## config.mk

```make
export PLATFORM = sky130hd
export DESIGN_NAME = pscr_top
export DESIGN_NICKNAME = d
export VERILOG_FILES = /design/src/verilog/pscr_pkg.sv /design/src/verilog/pscr_top.sv
export VERILOG_INCLUDE_DIRS = /design/src /design/src/verilog
export SDC_FILE = /design/constraint.sdc
export NUM_CORES = 1
export LEC_CHECK = 0
export ABC_AREA = 1
export BUFFER_PORTS_ARGS = -buffer_cell sky130_fd_sc_hd__buf_2
export CORE_AREA = 2 2 80 112
export DETAILED_ROUTE_END_ITERATION = 8
export DIE_AREA = 0 0 82 114
export PLACE_DENSITY_LB_ADDON = 0.05
export RECOVER_POWER = 100
export SETUP_SLACK_MARGIN = 0.4
export SYNTH_ARGS = -nofsm -noshare
export SYNTH_HDL_FRONTEND = slang
export SYNTH_SLANG_ARGS = --single-unit
export TNS_END_PERCENT = 10
```

## constraint.sdc

```tcl
create_clock -name clk_i -period 2.75 [get_ports clk_i]
set_input_delay 0.1375 -clock clk_i [delete_from_list [all_inputs] [get_ports clk_i]]
set_output_delay 0.1375 -clock clk_i [all_outputs]
set_load 0.02 [all_outputs]
```

## src/verilog/pscr_defines.svh

```systemverilog
`ifndef PSCR_DEFINES_SVH
`define PSCR_DEFINES_SVH
// ==========================================================
// Register offsets
`define PSCR_ADDR_PLL_CTL 8'h0a
`define PSCR_ADDR_LOOP 8'h0c
`define PSCR_ADDR_DIV 8'h0d
`define PSCR_ADDR_LOCK 8'h0e
`define PSCR_ADDR_BAND 8'h0f
`define PSCR_ADDR_SYNC 8'h10
// ==========================================================
// Field positions
`define PSCR_PLL_EN_BIT 7
`define PSCR_MANUAL_BIT 6
`define PSCR_BAND_MSB 5
`define PSCR_BW_MSB 7
`define PSCR_BW_LSB 5
`define PSCR_CP_MSB 4
`define PSCR_CTLDIV_MSB 7
`define PSCR_CTLDIV_LSB 6
`define PSCR_XPT_BIT 4
`define PSCR_VCODIV_MSB 3
`define PSCR_VCODIV_LSB 2
`define PSCR_FBDIV_MSB 1
`define PSCR_LOCK_BIT 7
`define PSCR_VOLT_MSB 3
`define PSCR_SYNC_EN_BIT 7
`define PSCR_RATE_BIT 6
`define PSCR_EDGE_BIT 3
`define PSCR_AVG_MSB 2
// ==========================================================
// Reset values
`define PSCR_RST_PLL_EN 1'b0
`define PSCR_RST_MANUAL 1'b1
`define PSCR_RST_BAND 6'h00
`define PSCR_RST_BW 3'h6
`define PSCR_RST_CP 5'h11
`define PSCR_RST_CTLDIV 2'h3
`define PSCR_RST_XPT 1'b1
`define PSCR_RST_VCODIV 2'h2
`define PSCR_RST_FBDIV 2'h1
`define PSCR_RST_SYNC_EN 1'b0
`define PSCR_RST_RATE 1'b1
`define PSCR_RST_EDGE 1'b1
`define PSCR_RST_AVG 3'h0
`endif

```

## src/verilog/pscr_pkg.sv

```systemverilog
`default_nettype none
package pscr_pkg;
  // ==========================================================
  // PLL settings as driven to the analog loop
  typedef struct packed {
    logic enable;          // Multiplier on
    logic manual;          // Manual band select
    logic [5:0] band;      // Band in use
    logic [2:0] loop_bw;   // Loop filter bandwidth code
    logic [4:0] cp_cur;    // Charge-pump current code
    logic [4:0] controller_clock_divider; // Ratio 2..16
    logic xpt_en;          // Cross-point controller on
    logic [2:0] vco_output_divider;       // Ratio 1, 2 or 4
    logic [4:0] loop_feedback_divider;    // Ratio 2..16
  } pscr_pll_cfg_t;
  // ==========================================================
  // Sync settings as driven to the sync logic
  typedef struct packed {
    logic enable;          // Sync logic on
    logic data_rate;       // 1 = data rate, 0 = FIFO reset rate
    logic rising;          // Start edge select
    logic [7:0] avg_count; // Samples averaged
  } pscr_sync_cfg_t;
  // ==========================================================
  // Status from the analog loop
  typedef struct packed {
    logic locked;          // Tracking the reference
    logic [3:0] volt;      // Control voltage code
    logic [5:0] auto_band; // Band chosen by calibration
  } pscr_pll_stat_t;
endpackage : pscr_pkg
`default_nettype wire

```

## src/verilog/pscr_top.sv

```systemverilog
`timescale 1ns/1ps
`default_nettype none
`include "pscr_defines.svh"
// Overview of operation
// - Enable bit turns PLL on
// - Manual band mode, resets to one
// - Manual band field picks VCO band
// - Loop bandwidth code, reset 110
// - Charge-pump current code, reset 10001
// - Controller clock divider 2 to 16
// - Cross-point controller enable, set at reset
// - VCO divider 1, 2, 4, 4
// - Feedback divider 2 to 16, reset 01
// - Lock bit shows PLL tracking
// - Four-bit control voltage readback
// - Band readback shows band in use
// - Sync enable bit, reset off
// - Sync rate select, reset data rate
// - Sync start edge select, reset rising
// - Averaging codes give 1 to 128
module pscr_top
  import pscr_pkg::*;
(
  input wire logic clk_i,
  input wire logic rst_i,
  input wire logic reg_wr_i,
  input wire logic reg_rd_i,
  input wire logic [7:0] reg_addr_i,
  input wire logic [7:0] reg_wdata_i,
  output logic [7:0] reg_rdata_o,
  output logic reg_rvalid_o,
  input wire pscr_pll_stat_t pll_stat_i,
  input wire logic sync_pin_i,
  output pscr_pll_cfg_t pll_cfg_o,
  output pscr_sync_cfg_t sync_cfg_o,
  output logic sync_start_o
);

  // ==========================================================
  // Helpers

  // Power-of-two ratio from a code, shared by all dividers.
  // Code is at most 7, so the result always fits in 8 bits.
  function automatic logic [7:0] pow2(input logic [2:0] code);
    pow2 = 8'h01 << code;
  endfunction : pow2

  // Address match for a write strobe
  function automatic logic hit(input logic [7:0] a, input logic [7:0] ref_a);
    hit = (a == ref_a);
  endfunction : hit

  // ==========================================================
  // Configuration registers

  // Stored fields, only functional bits are kept
  logic pll_en_ff, nxt_pll_en;
  logic manual_ff, nxt_manual;
  logic [5:0] band_ff, nxt_band;
  logic [2:0] bw_ff, nxt_bw;
  logic [4:0] cp_ff, nxt_cp;
  logic [1:0] ctldiv_ff, nxt_ctldiv;
  logic xpt_ff, nxt_xpt;
  logic [1:0] vcodiv_ff, nxt_vcodiv;
  logic [1:0] fbdiv_ff, nxt_fbdiv;
  logic sync_en_ff, nxt_sync_en;
  logic rate_ff, nxt_rate;
  logic edge_ff, nxt_edge;
  logic [2:0] avg_ff, nxt_avg;

  // Write decode; bits with no field are simply dropped
  always_comb begin
    nxt_pll_en = pll_en_ff;
    nxt_manual = manual_ff;
    nxt_band = band_ff;
    nxt_bw = bw_ff;
    nxt_cp = cp_ff;
    nxt_ctldiv = ctldiv_ff;
    nxt_xpt = xpt_ff;
    nxt_vcodiv = vcodiv_ff;
    nxt_fbdiv = fbdiv_ff;
    nxt_sync_en = sync_en_ff;
    nxt_rate = rate_ff;
    nxt_edge = edge_ff;
    nxt_avg = avg_ff;
    // Only a write strobe moves a field; otherwise every field holds
    if (reg_wr_i) begin
      // Enable, band mode and manual band
      if (hit(reg_addr_i, `PSCR_ADDR_PLL_CTL)) begin
        nxt_pll_en = reg_wdata_i[`PSCR_PLL_EN_BIT];
        nxt_manual = reg_wdata_i[`PSCR_MANUAL_BIT];
        nxt_band = reg_wdata_i[`PSCR_BAND_MSB:0];
      end
      // Loop bandwidth and charge-pump current
      if (hit(reg_addr_i, `PSCR_ADDR_LOOP)) begin
        nxt_bw = reg_wdata_i[`PSCR_BW_MSB:`PSCR_BW_LSB];
        nxt_cp = reg_wdata_i[`PSCR_CP_MSB:0];
      end
      // Divider ratios and cross-point control
      if (hit(reg_addr_i, `PSCR_ADDR_DIV)) begin
        nxt_ctldiv = reg_wdata_i[`PSCR_CTLDIV_MSB:`PSCR_CTLDIV_LSB];
        nxt_xpt = reg_wdata_i[`PSCR_XPT_BIT];
        nxt_vcodiv = reg_wdata_i[`PSCR_VCODIV_MSB:`PSCR_VCODIV_LSB];
        nxt_fbdiv = reg_wdata_i[`PSCR_FBDIV_MSB:0];
      end
      // Sync enable, rate, edge and averaging
      if (hit(reg_addr_i, `PSCR_ADDR_SYNC)) begin
        nxt_sync_en = reg_wdata_i[`PSCR_SYNC_EN_BIT];
        nxt_rate = reg_wdata_i[`PSCR_RATE_BIT];
        nxt_edge = reg_wdata_i[`PSCR_EDGE_BIT];
        nxt_avg = reg_wdata_i[`PSCR_AVG_MSB:0];
      end
      // Status offsets are read-only, writes there are ignored
    end
  end

  // Register the fields; reset values set the power-up mode
  always_ff @(posedge clk_i or posedge rst_i) begin
    if (rst_i) begin
      // Power-up values of every stored field
      pll_en_ff <= `PSCR_RST_PLL_EN;
      manual_ff <= `PSCR_RST_MANUAL;
      band_ff <= `PSCR_RST_BAND;
      bw_ff <= `PSCR_RST_BW;
      cp_ff <= `PSCR_RST_CP;
      ctldiv_ff <= `PSCR_RST_CTLDIV;
      xpt_ff <= `PSCR_RST_XPT;
      vcodiv_ff <= `PSCR_RST_VCODIV;
      fbdiv_ff <= `PSCR_RST_FBDIV;
      sync_en_ff <= `PSCR_RST_SYNC_EN;
      rate_ff <= `PSCR_RST_RATE;
      edge_ff <= `PSCR_RST_EDGE;
      avg_ff <= `PSCR_RST_AVG;
    end else begin
      // Normal operation: take the decoded next values
      pll_en_ff <= nxt_pll_en;
      manual_ff <= nxt_manual;
      band_ff <= nxt_band;
      bw_ff <= nxt_bw;
      cp_ff <= nxt_cp;
      ctldiv_ff <= nxt_ctldiv;
      xpt_ff <= nxt_xpt;
      vcodiv_ff <= nxt_vcodiv;
      fbdiv_ff <= nxt_fbdiv;
      sync_en_ff <= nxt_sync_en;
      rate_ff <= nxt_rate;
      edge_ff <= nxt_edge;
      avg_ff <= nxt_avg;
    end
  end

  // ==========================================================
  // Synchronisers for the analog status and the sync pin

  // Status comes from the loop's own clocks, so two stages each.
  // Multi-bit codes may tear for one sample while changing; the
  // codes move slowly, so software simply rereads if in doubt.
  pscr_pll_stat_t stat_meta_ff, stat_sync_ff;
  logic pin_meta_ff, pin_sync_ff, pin_prev_ff;
  logic nxt_start;

  // Chosen edge of the synced pin, only while sync is enabled
  always_comb begin
    nxt_start = 1'b0;
    if (sync_en_ff) begin
      if (edge_ff) begin
        // Rising: high now, low one sample before
        nxt_start = pin_sync_ff & ~pin_prev_ff;
      end else begin
        // Falling: low now, high one sample before
        nxt_start = ~pin_sync_ff & pin_prev_ff;
      end
    end
  end

  // Synchroniser chains and edge history.
  // History resets low; a pin that idles high would look like a
  // rising edge just after reset, but sync enable is off then too.
  always_ff @(posedge clk_i or posedge rst_i) begin
    if (rst_i) begin
      // Both stages clear so no stale status shows after reset
      stat_meta_ff <= '0;
      stat_sync_ff <= '0;
      pin_meta_ff <= 1'b0;
      pin_sync_ff <= 1'b0;
      pin_prev_ff <= 1'b0;
    end else begin
      stat_meta_ff <= pll_stat_i;
      stat_sync_ff <= stat_meta_ff;
      pin_meta_ff <= sync_pin_i;
      pin_sync_ff <= pin_meta_ff;
      pin_prev_ff <= pin_sync_ff;
    end
  end

  // ==========================================================
  // Decoded outputs

  pscr_pll_cfg_t nxt_pll_cfg;
  pscr_sync_cfg_t nxt_sync_cfg;
  logic [5:0] band_used; // Band actually steering the VCO

  // Manual mode uses the field, otherwise the calibrated band
  assign band_used = manual_ff ? band_ff : stat_sync_ff.auto_band;

  // Raw ratios; only the low bits reach the outputs, the rest stay
  // zero because no code asks for a ratio above sixteen
  logic [2:0] ctl_code; // Controller code plus one
  logic [2:0] fb_code; // Feedback code plus one
  logic [7:0] ctl_ratio; // Controller clock ratio, 2..16
  logic [7:0] vco_ratio; // VCO ratio for the two low codes
  logic [7:0] fb_ratio; // Feedback ratio, 2..16

  // Code 0 means divide by two, hence the offset of one
  assign ctl_code = {1'b0, ctldiv_ff} + 3'h1;
  assign fb_code = {1'b0, fbdiv_ff} + 3'h1;
  assign ctl_ratio = pow2(ctl_code);
  assign vco_ratio = pow2({1'b0, vcodiv_ff});
  assign fb_ratio = pow2(fb_code);

  // Ratios decoded once here so the analog side sees plain numbers
  always_comb begin
    nxt_pll_cfg.enable = pll_en_ff;
    nxt_pll_cfg.manual = manual_ff;
    nxt_pll_cfg.band = band_used;
    nxt_pll_cfg.loop_bw = bw_ff;
    nxt_pll_cfg.cp_cur = cp_ff;
    // Codes 0..3 give 2..16; controller clock limit is software's job
    nxt_pll_cfg.controller_clock_divider = ctl_ratio[4:0];
    nxt_pll_cfg.xpt_en = xpt_ff;
    // Top two codes both give divide by four
    nxt_pll_cfg.vco_output_divider = vcodiv_ff[1] ? 3'h4 : vco_ratio[2:0];
    nxt_pll_cfg.loop_feedback_divider = fb_ratio[4:0];
    nxt_sync_cfg.enable = sync_en_ff;
    nxt_sync_cfg.data_rate = rate_ff;
    nxt_sync_cfg.rising = edge_ff;
    // Full 3-bit range: 1..32, then 64 and 128
    nxt_sync_cfg.avg_count = pow2(avg_ff);
  end

  // ==========================================================
  // Read port

  logic [7:0] nxt_rdata;

  // Read mux; unused bits and unmapped offsets read as zero
  always_comb begin
    nxt_rdata = 8'h00;
    case (reg_addr_i)
      // Enable, mode and manual band
      `PSCR_ADDR_PLL_CTL: begin
        nxt_rdata = {pll_en_ff, manual_ff, band_ff};
      end
      // Loop bandwidth and charge-pump current
      `PSCR_ADDR_LOOP: begin
        nxt_rdata = {bw_ff, cp_ff};
      end
      // Dividers, bit 5 unused
      `PSCR_ADDR_DIV: begin
        nxt_rdata = {ctldiv_ff, 1'b0, xpt_ff, vcodiv_ff, fbdiv_ff};
      end
      // Synced lock level and control voltage
      `PSCR_ADDR_LOCK: begin
        nxt_rdata[`PSCR_LOCK_BIT] = stat_sync_ff.locked;
        nxt_rdata[`PSCR_VOLT_MSB:0] = stat_sync_ff.volt;
      end
      // Band actually in use
      `PSCR_ADDR_BAND: begin
        nxt_rdata = {2'h0, band_used};
      end
      // Sync settings, bits 5:4 unused
      `PSCR_ADDR_SYNC: begin
        nxt_rdata = {sync_en_ff, rate_ff, 2'h0, edge_ff, avg_ff};
      end
      // Gaps in the map and all other offsets
      default: begin
        nxt_rdata = 8'h00;
      end
    endcase
  end

  // Every output comes straight from a flop
  always_ff @(posedge clk_i or posedge rst_i) begin
    if (rst_i) begin
      // Outputs idle at zero while reset is held
      reg_rdata_o <= 8'h00;
      reg_rvalid_o <= 1'b0;
      pll_cfg_o <= '0;
      sync_cfg_o <= '0;
      sync_start_o <= 1'b0;
    end else begin
      // Read data is captured only on a read and then holds, so
      // software may look at it any time before the next read
      if (reg_rd_i) begin
        reg_rdata_o <= nxt_rdata;
      end
      reg_rvalid_o <= reg_rd_i;
      pll_cfg_o <= nxt_pll_cfg;
      sync_cfg_o <= nxt_sync_cfg;
      sync_start_o <= nxt_start;
    end
  end

endmodule : pscr_top
`default_nettype wire

```

# [Word-level counts from Yosys, hierarchy flattened]
# Cells that the tools add are included.
[word_totals] ramBits=0 elab_cells=65 mem_count=0 input_bits=32 mem_bits_ro=0 latchBits=0 out_inout_bits=51 ff_bits=105
[classes] div=0 add_sub_neg=2 n_eq_ne=6 n_mul=0 n_mux=7 n_lt_le_gt_ge=0 bitwise=4 n_shift=4 reduce_logical=4
[op_table] cell="$eq A8 B4 Y1 const B" count=5
[op_table] cell="$pmux W4 S6" count=1
[op_table] cell="$pmux W3 S5" count=1
[op_table] cell="$shl A1 B3 Y5 const A" count=2
[op_table] cell="$eq A8 B5 Y1 const B" count=1
[op_table] cell="$reduce_and A2 Y1" count=4
[op_table] cell="$shl A1 B3 Y8 const A" count=1
[op_table] cell="$add A2 B1 Y3 const B" count=2
[op_table] cell="$mux W6" count=1
[op_table] cell="$pmux W1 S5" count=1
[op_table] cell="$mux W3" count=1
[op_table] cell="$shl A1 B2 Y3 const A" count=1
[op_table] cell="$and A1 B1 Y1" count=2
[op_table] cell="$mux W1" count=2
[op_table] cell="$not A1 Y1" count=2

# [Logic depth before layout (Yosys ltp)]
[depth] ltp_word=4 mapped_depth=9

# [Worst setup path after synthesis]
# No wires, ideal clock.
[synth_timing] kind="flip-flop to flip-flop" startpoint="reg manual_ff" endpoint="reg reg_rdata_o[5]" synth_period_minus_slack_ns=1.304 stages_incl_launch_ff=9 setup_slack_ns=1.446 path_buffers=1 t_required_ns=2.627 t_arrival_ns=1.181 setup_time_ns=0.123 cell_sequence="dfstp_2 clkbuf_2 inv_1 nand2_1 o21ai_1 nand3_1 nand2_1 o21ai_0 nand2_1"
[synth_between] elab_chain_cells=2
[synth_lines] item="start: declaration" line="pscr_top.sv:58" rtl="logic manual_ff, nxt_manual;"
[synth_lines] item="start signal: assignment" line="pscr_top.sv:122" rtl="manual_ff <= `PSCR_RST_MANUAL;"
[synth_lines] item="start signal: assignment" line="pscr_top.sv:137" rtl="manual_ff <= nxt_manual;"
[synth_lines] item="$mux W6" line="pscr_top.sv:204" rtl="assign band_used = manual_ff ? band_ff : stat_sync_ff.auto_band;"
[synth_lines] item="net band_used[5]" line="pscr_top.sv:201" rtl="logic [5:0] band_used;"
[synth_lines] item="$pmux W3 S5" line="pscr_top.sv:249" rtl="case (reg_addr_i)"
[synth_lines] item="end signal: assignment" line="pscr_top.sv:295" rtl="reg_rdata_o <= nxt_rdata;"
[synth_lines] item="end: declaration" line="pscr_top.sv:30" rtl="output logic [7:0] reg_rdata_o,"
# The timed path passes the listed nets, and every way through them passes these cells.
# A chain may end at the register's enable or synchronous reset.

# [Worst setup path in the final report]
[layout_timing] startpoint="in reg_addr_i[5]" endpoint="reg band_ff[4]"
[layout_between] elab_chain_cells=2
[layout_lines] item="start: declaration" line="pscr_top.sv:28" rtl="input wire logic [7:0] reg_addr_i,"
[layout_lines] item="$eq A8 B4 Y1" line="pscr_top.sv:50" rtl="hit = (a == ref_a);"
[layout_lines] item="$reduce_and A2 Y1 (no line)"
[layout_lines] item="end signal: assignment" line="pscr_top.sv:123" rtl="band_ff <= `PSCR_RST_BAND;"
[layout_lines] item="end signal: assignment" line="pscr_top.sv:138" rtl="band_ff <= nxt_band;"
[layout_lines] item="end: declaration" line="pscr_top.sv:59" rtl="logic [5:0] band_ff, nxt_band;"
# No other way between the ends.

==> impl_metrics.toml <==
[outcome]
status = "finished, final reports clean"

[setup_path]
slowest_stage = "nor2_1"
worstPathMaxFanout = 15
r2r_slack_ns = 1.06
crit_type = "primary input to register"
worstSetupStartpointType = "primary input"
cp_slowest_stage_delay_ns = 0.74
crit_end = "band_ff[4]"
reg2reg_from = "manual_ff"
end_kind = "register"
cp_data_arrival_time_ns = 2.11
startpoint = "reg_addr_i[5]"
r2r_end = "reg_rdata_o[5]"
reg2reg_depth = 6
path_cells = "buf_2, inv_2, nand2_1, nor2_1, nand2_4, nor2_1, nand2_1, o21a_1"
required_ns = 2.99

[timing]
max_slew_margin = 0.1770
fin_skew_ns = 0.003730
rsz0062_at_grt = "false"
setup_viol = 0
worst_pin_slew_ns = 1.228
hold_viol_final = 0
period_share = 0.6827
fin_tns_setup_ns = 0
setup_ws_ns = 0.8727
finalCriticalPeriod_ns = 1.877
slew_violations = 0
fmax_ghz = 0.5327

[global_route]
antenna_found_initial = 0
grt_max_degree = 79
grtUsageTotal = 0.2059
grt_pass1_wl_um = 13900
grt_overflow = 0
grt_pass1_vias = 2733

[detailed_routing]
via_count = 2806
drc_errors = 0
wl_per_cell_um = 14.98
firstDrtPassIters = 4
first_iter_violations = 146
via_per_inst = 4.830
ant_nets = 0
wirelength_um = 8704

[synth]
yosysWarnings = 0
syn_inst = 373
yosysSeqAreaShare = 0.6642
ys_ff_latch = 105
netlist-cell-type-count = 27
synth_area_sq_um = 3979
synth_area_per_cell_sq_um = 10.67

[pwr]
seqPwrFrac = 0.470
p_int_w = 0.002806
leakage_nw = 2.381
pwr-share-comb = 0.081
p_sw_frac = 0.2246
clkPwrFrac = 0.449
p_switching_w = 0.0008131
p_per_area_nw_per_um2 = 747.9
vdd_drop_max_mv = 0.4608

[run]
cap_violations = 0

[clock_tree]
post_cts_buffers = 0
clkSinkCount = 105
cts_max_level = 3
root_buffer = "clkbuf_16"
cts_buffers = 9
cts_buffer_depth = 2
cts_tree = "yes"
clock_latency_ns = 0.34
clk_pin_slew_worst_paths_ns = 0.07

[placed_design]
portBuffers = 82
dp_hpwl_um = 6254
gp_congestion = 0.8598
dp_slack_ns = 1.216

[die]
dieArea_sq_um = 9348
die_y_um = 114
start_util = 0.4732
die_w_um = 82
coreArea_sq_um = 8408
pin_count = 83
placementRows = 40

[final_layout]
n_antenna_cell = 0
area_delta_synth_final_pct = 21.64
layout-drive-gt1-share = 0.1366
nets = 503

[min_path]
hold_path.class = "primary input to register"
-- cells by family after synthesis --
group | Yosys count | synth area share
AO/OA/AOI/OAI | 31 | 0.05063
other | 1 | 0.0009425
buffers and inverters | 42 | 0.05534
AND/OR/NAND/NOR | 194 | 0.2289
flip-flops | 105 | 0.6641
-- how the worst min path moves through the flow --
| stage | end | cells past startpoint | slack [ns] | startpoint |
|---|---|---|---|---|
| detailed placement | pll_cfg_o[19] | 2 | 0.24 | rst_i |
| global placement | pll_cfg_o[17] | 2 | 0.23 | rst_i |
| floorplan | pin_meta_ff | 0 | 0.17 | sync_pin_i |
| global route | band_ff[5] | 3 | 0.07 | reg_wdata_i[5] |
| CTS | reg_rvalid_o | 1 | 0.04 | reg_rd_i |
| finish | band_ff[5] | 3 | 0.08 | reg_wdata_i[5] |
-- cell usage after synthesis, drive strengths merged --
library cell | n | share of area
buf | 7 | 0.021
nand4 | 1 | 0.0016
nand3b | 1 | 0.0019
nor4 | 1 | 0.0053
clkinv | 1 | 0.00094
dfstp | 12 | 0.079
clkbuf | 3 | 0.0031
a21oi | 5 | 0.0063
conb | 1 | 0.00094
nor2 | 44 | 0.057
nor3 | 8 | 0.010
nand2 | 99 | 0.10
dfrtp | 93 | 0.58
nand3 | 40 | 0.050
o21a | 2 | 0.0038
o21ai | 24 | 0.041
inv | 31 | 0.031
-- layout make-up --
class                   count  area, sq um
clock buffers               9        225.2
clock inverters             7        166.4
fillers                   801         3568
inverters                  32        126.4
multi-input cells         227         1055
flip-flops and latches    105         2643
well taps                 105        131.4
repair buffers             96        493.0
-- critical path, delay by kind of cell --
kind            cells  cell delay [ns]
buf+inv             2             0.16
simple gates        5             1.67
compound gates      1             0.13
-- flip-flops by register name (all words and copies together), names as in the netlist --
register / flops
fbdiv_ff: 2
pin_prev_ff: 1
sync_cfg_o: 11
edge_ff: 1
vcodiv_ff: 2
avg_ff: 3
pin_meta_ff: 1
stat_meta_ff: 11
band_ff: 6
bw_ff: 3
cp_ff: 5
stat_sync_ff: 11
reg_rdata_o: 8
rate_ff: 1
pll_en_ff: 1
ctldiv_ff: 2
reg_rvalid_o: 1
sync_en_ff: 1
pin_sync_ff: 1
manual_ff: 1
xpt_ff: 1
pll_cfg_o: 30
sync_start_o: 1
-- cells in the final DEF (no fill, tap or decap), types with 2 or more instances in the layout --
master	count
nand2_1	94
dfrtp_1	93
clkbuf_1	54
nor2_1	40
nand3_1	40
buf_2	28
inv_1	27
o21ai_0	19
dlygate4sd3_1	13
dfstp_1	11
clkbuf_16	9
nor3_1	8
o21ai_2	5
a21oi_1	5
bufinv_16	5
nand2_2	4
nor2_4	3
inv_2	2
o21a_1	2
conb_1	2
-- power groups by stage --
stage | Sequential, W | Combinational (W) | Clock, W
finish | 0.00170 | 0.000294 | 0.00163
global route | 0.00171 | 0.000328 | 0.00173
CTS | 0.00170 | 0.000324 | 0.00165
detailed placement | 0.00173 | 0.000309 | 0
global placement | 0.00173 | 0.000307 | 0
floorplan | 0.00178 | 0.000129 | 0
-- routing by layer --
layer	global-route usage	wire length, um
met1	0.2702	3751
met2	0.3203	4244
met3	0.02927	333
met4	0.1244	374
met5	0	0
-- per-stage QoR --
| stage | instance area, sq um | utilization | total power (W) | std cells | hold WS, ns |
|---|---|---|---|---|---|
| CTS | 4975 | 0.5917 | 0.003682 | 581 | 0.04334 |
| global route | 4840 | 0.5756 | 0.003769 | 581 | 0.07401 |
| floorplan | 3986 | - | 0.001910 | 374 | 0.1689 |
| finish | 4840 | 0.5756 | 0.003619 | 581 | 0.07594 |
| global placement | 4453 | 0.5296 | 0.002037 | 552 | 0.2285 |
| detailed placement | 4453 | 0.5296 | 0.002041 | 552 | 0.2431 |
-- what timing repair did --
item	4_1_cts	5_1_grt
endpoints found under the hold margin	34	0
hold buffers	13	0
resized for setup	0	0
endpoints found under the setup margin	0	0
No activity file was read; power rests on OpenSTA's default activity.
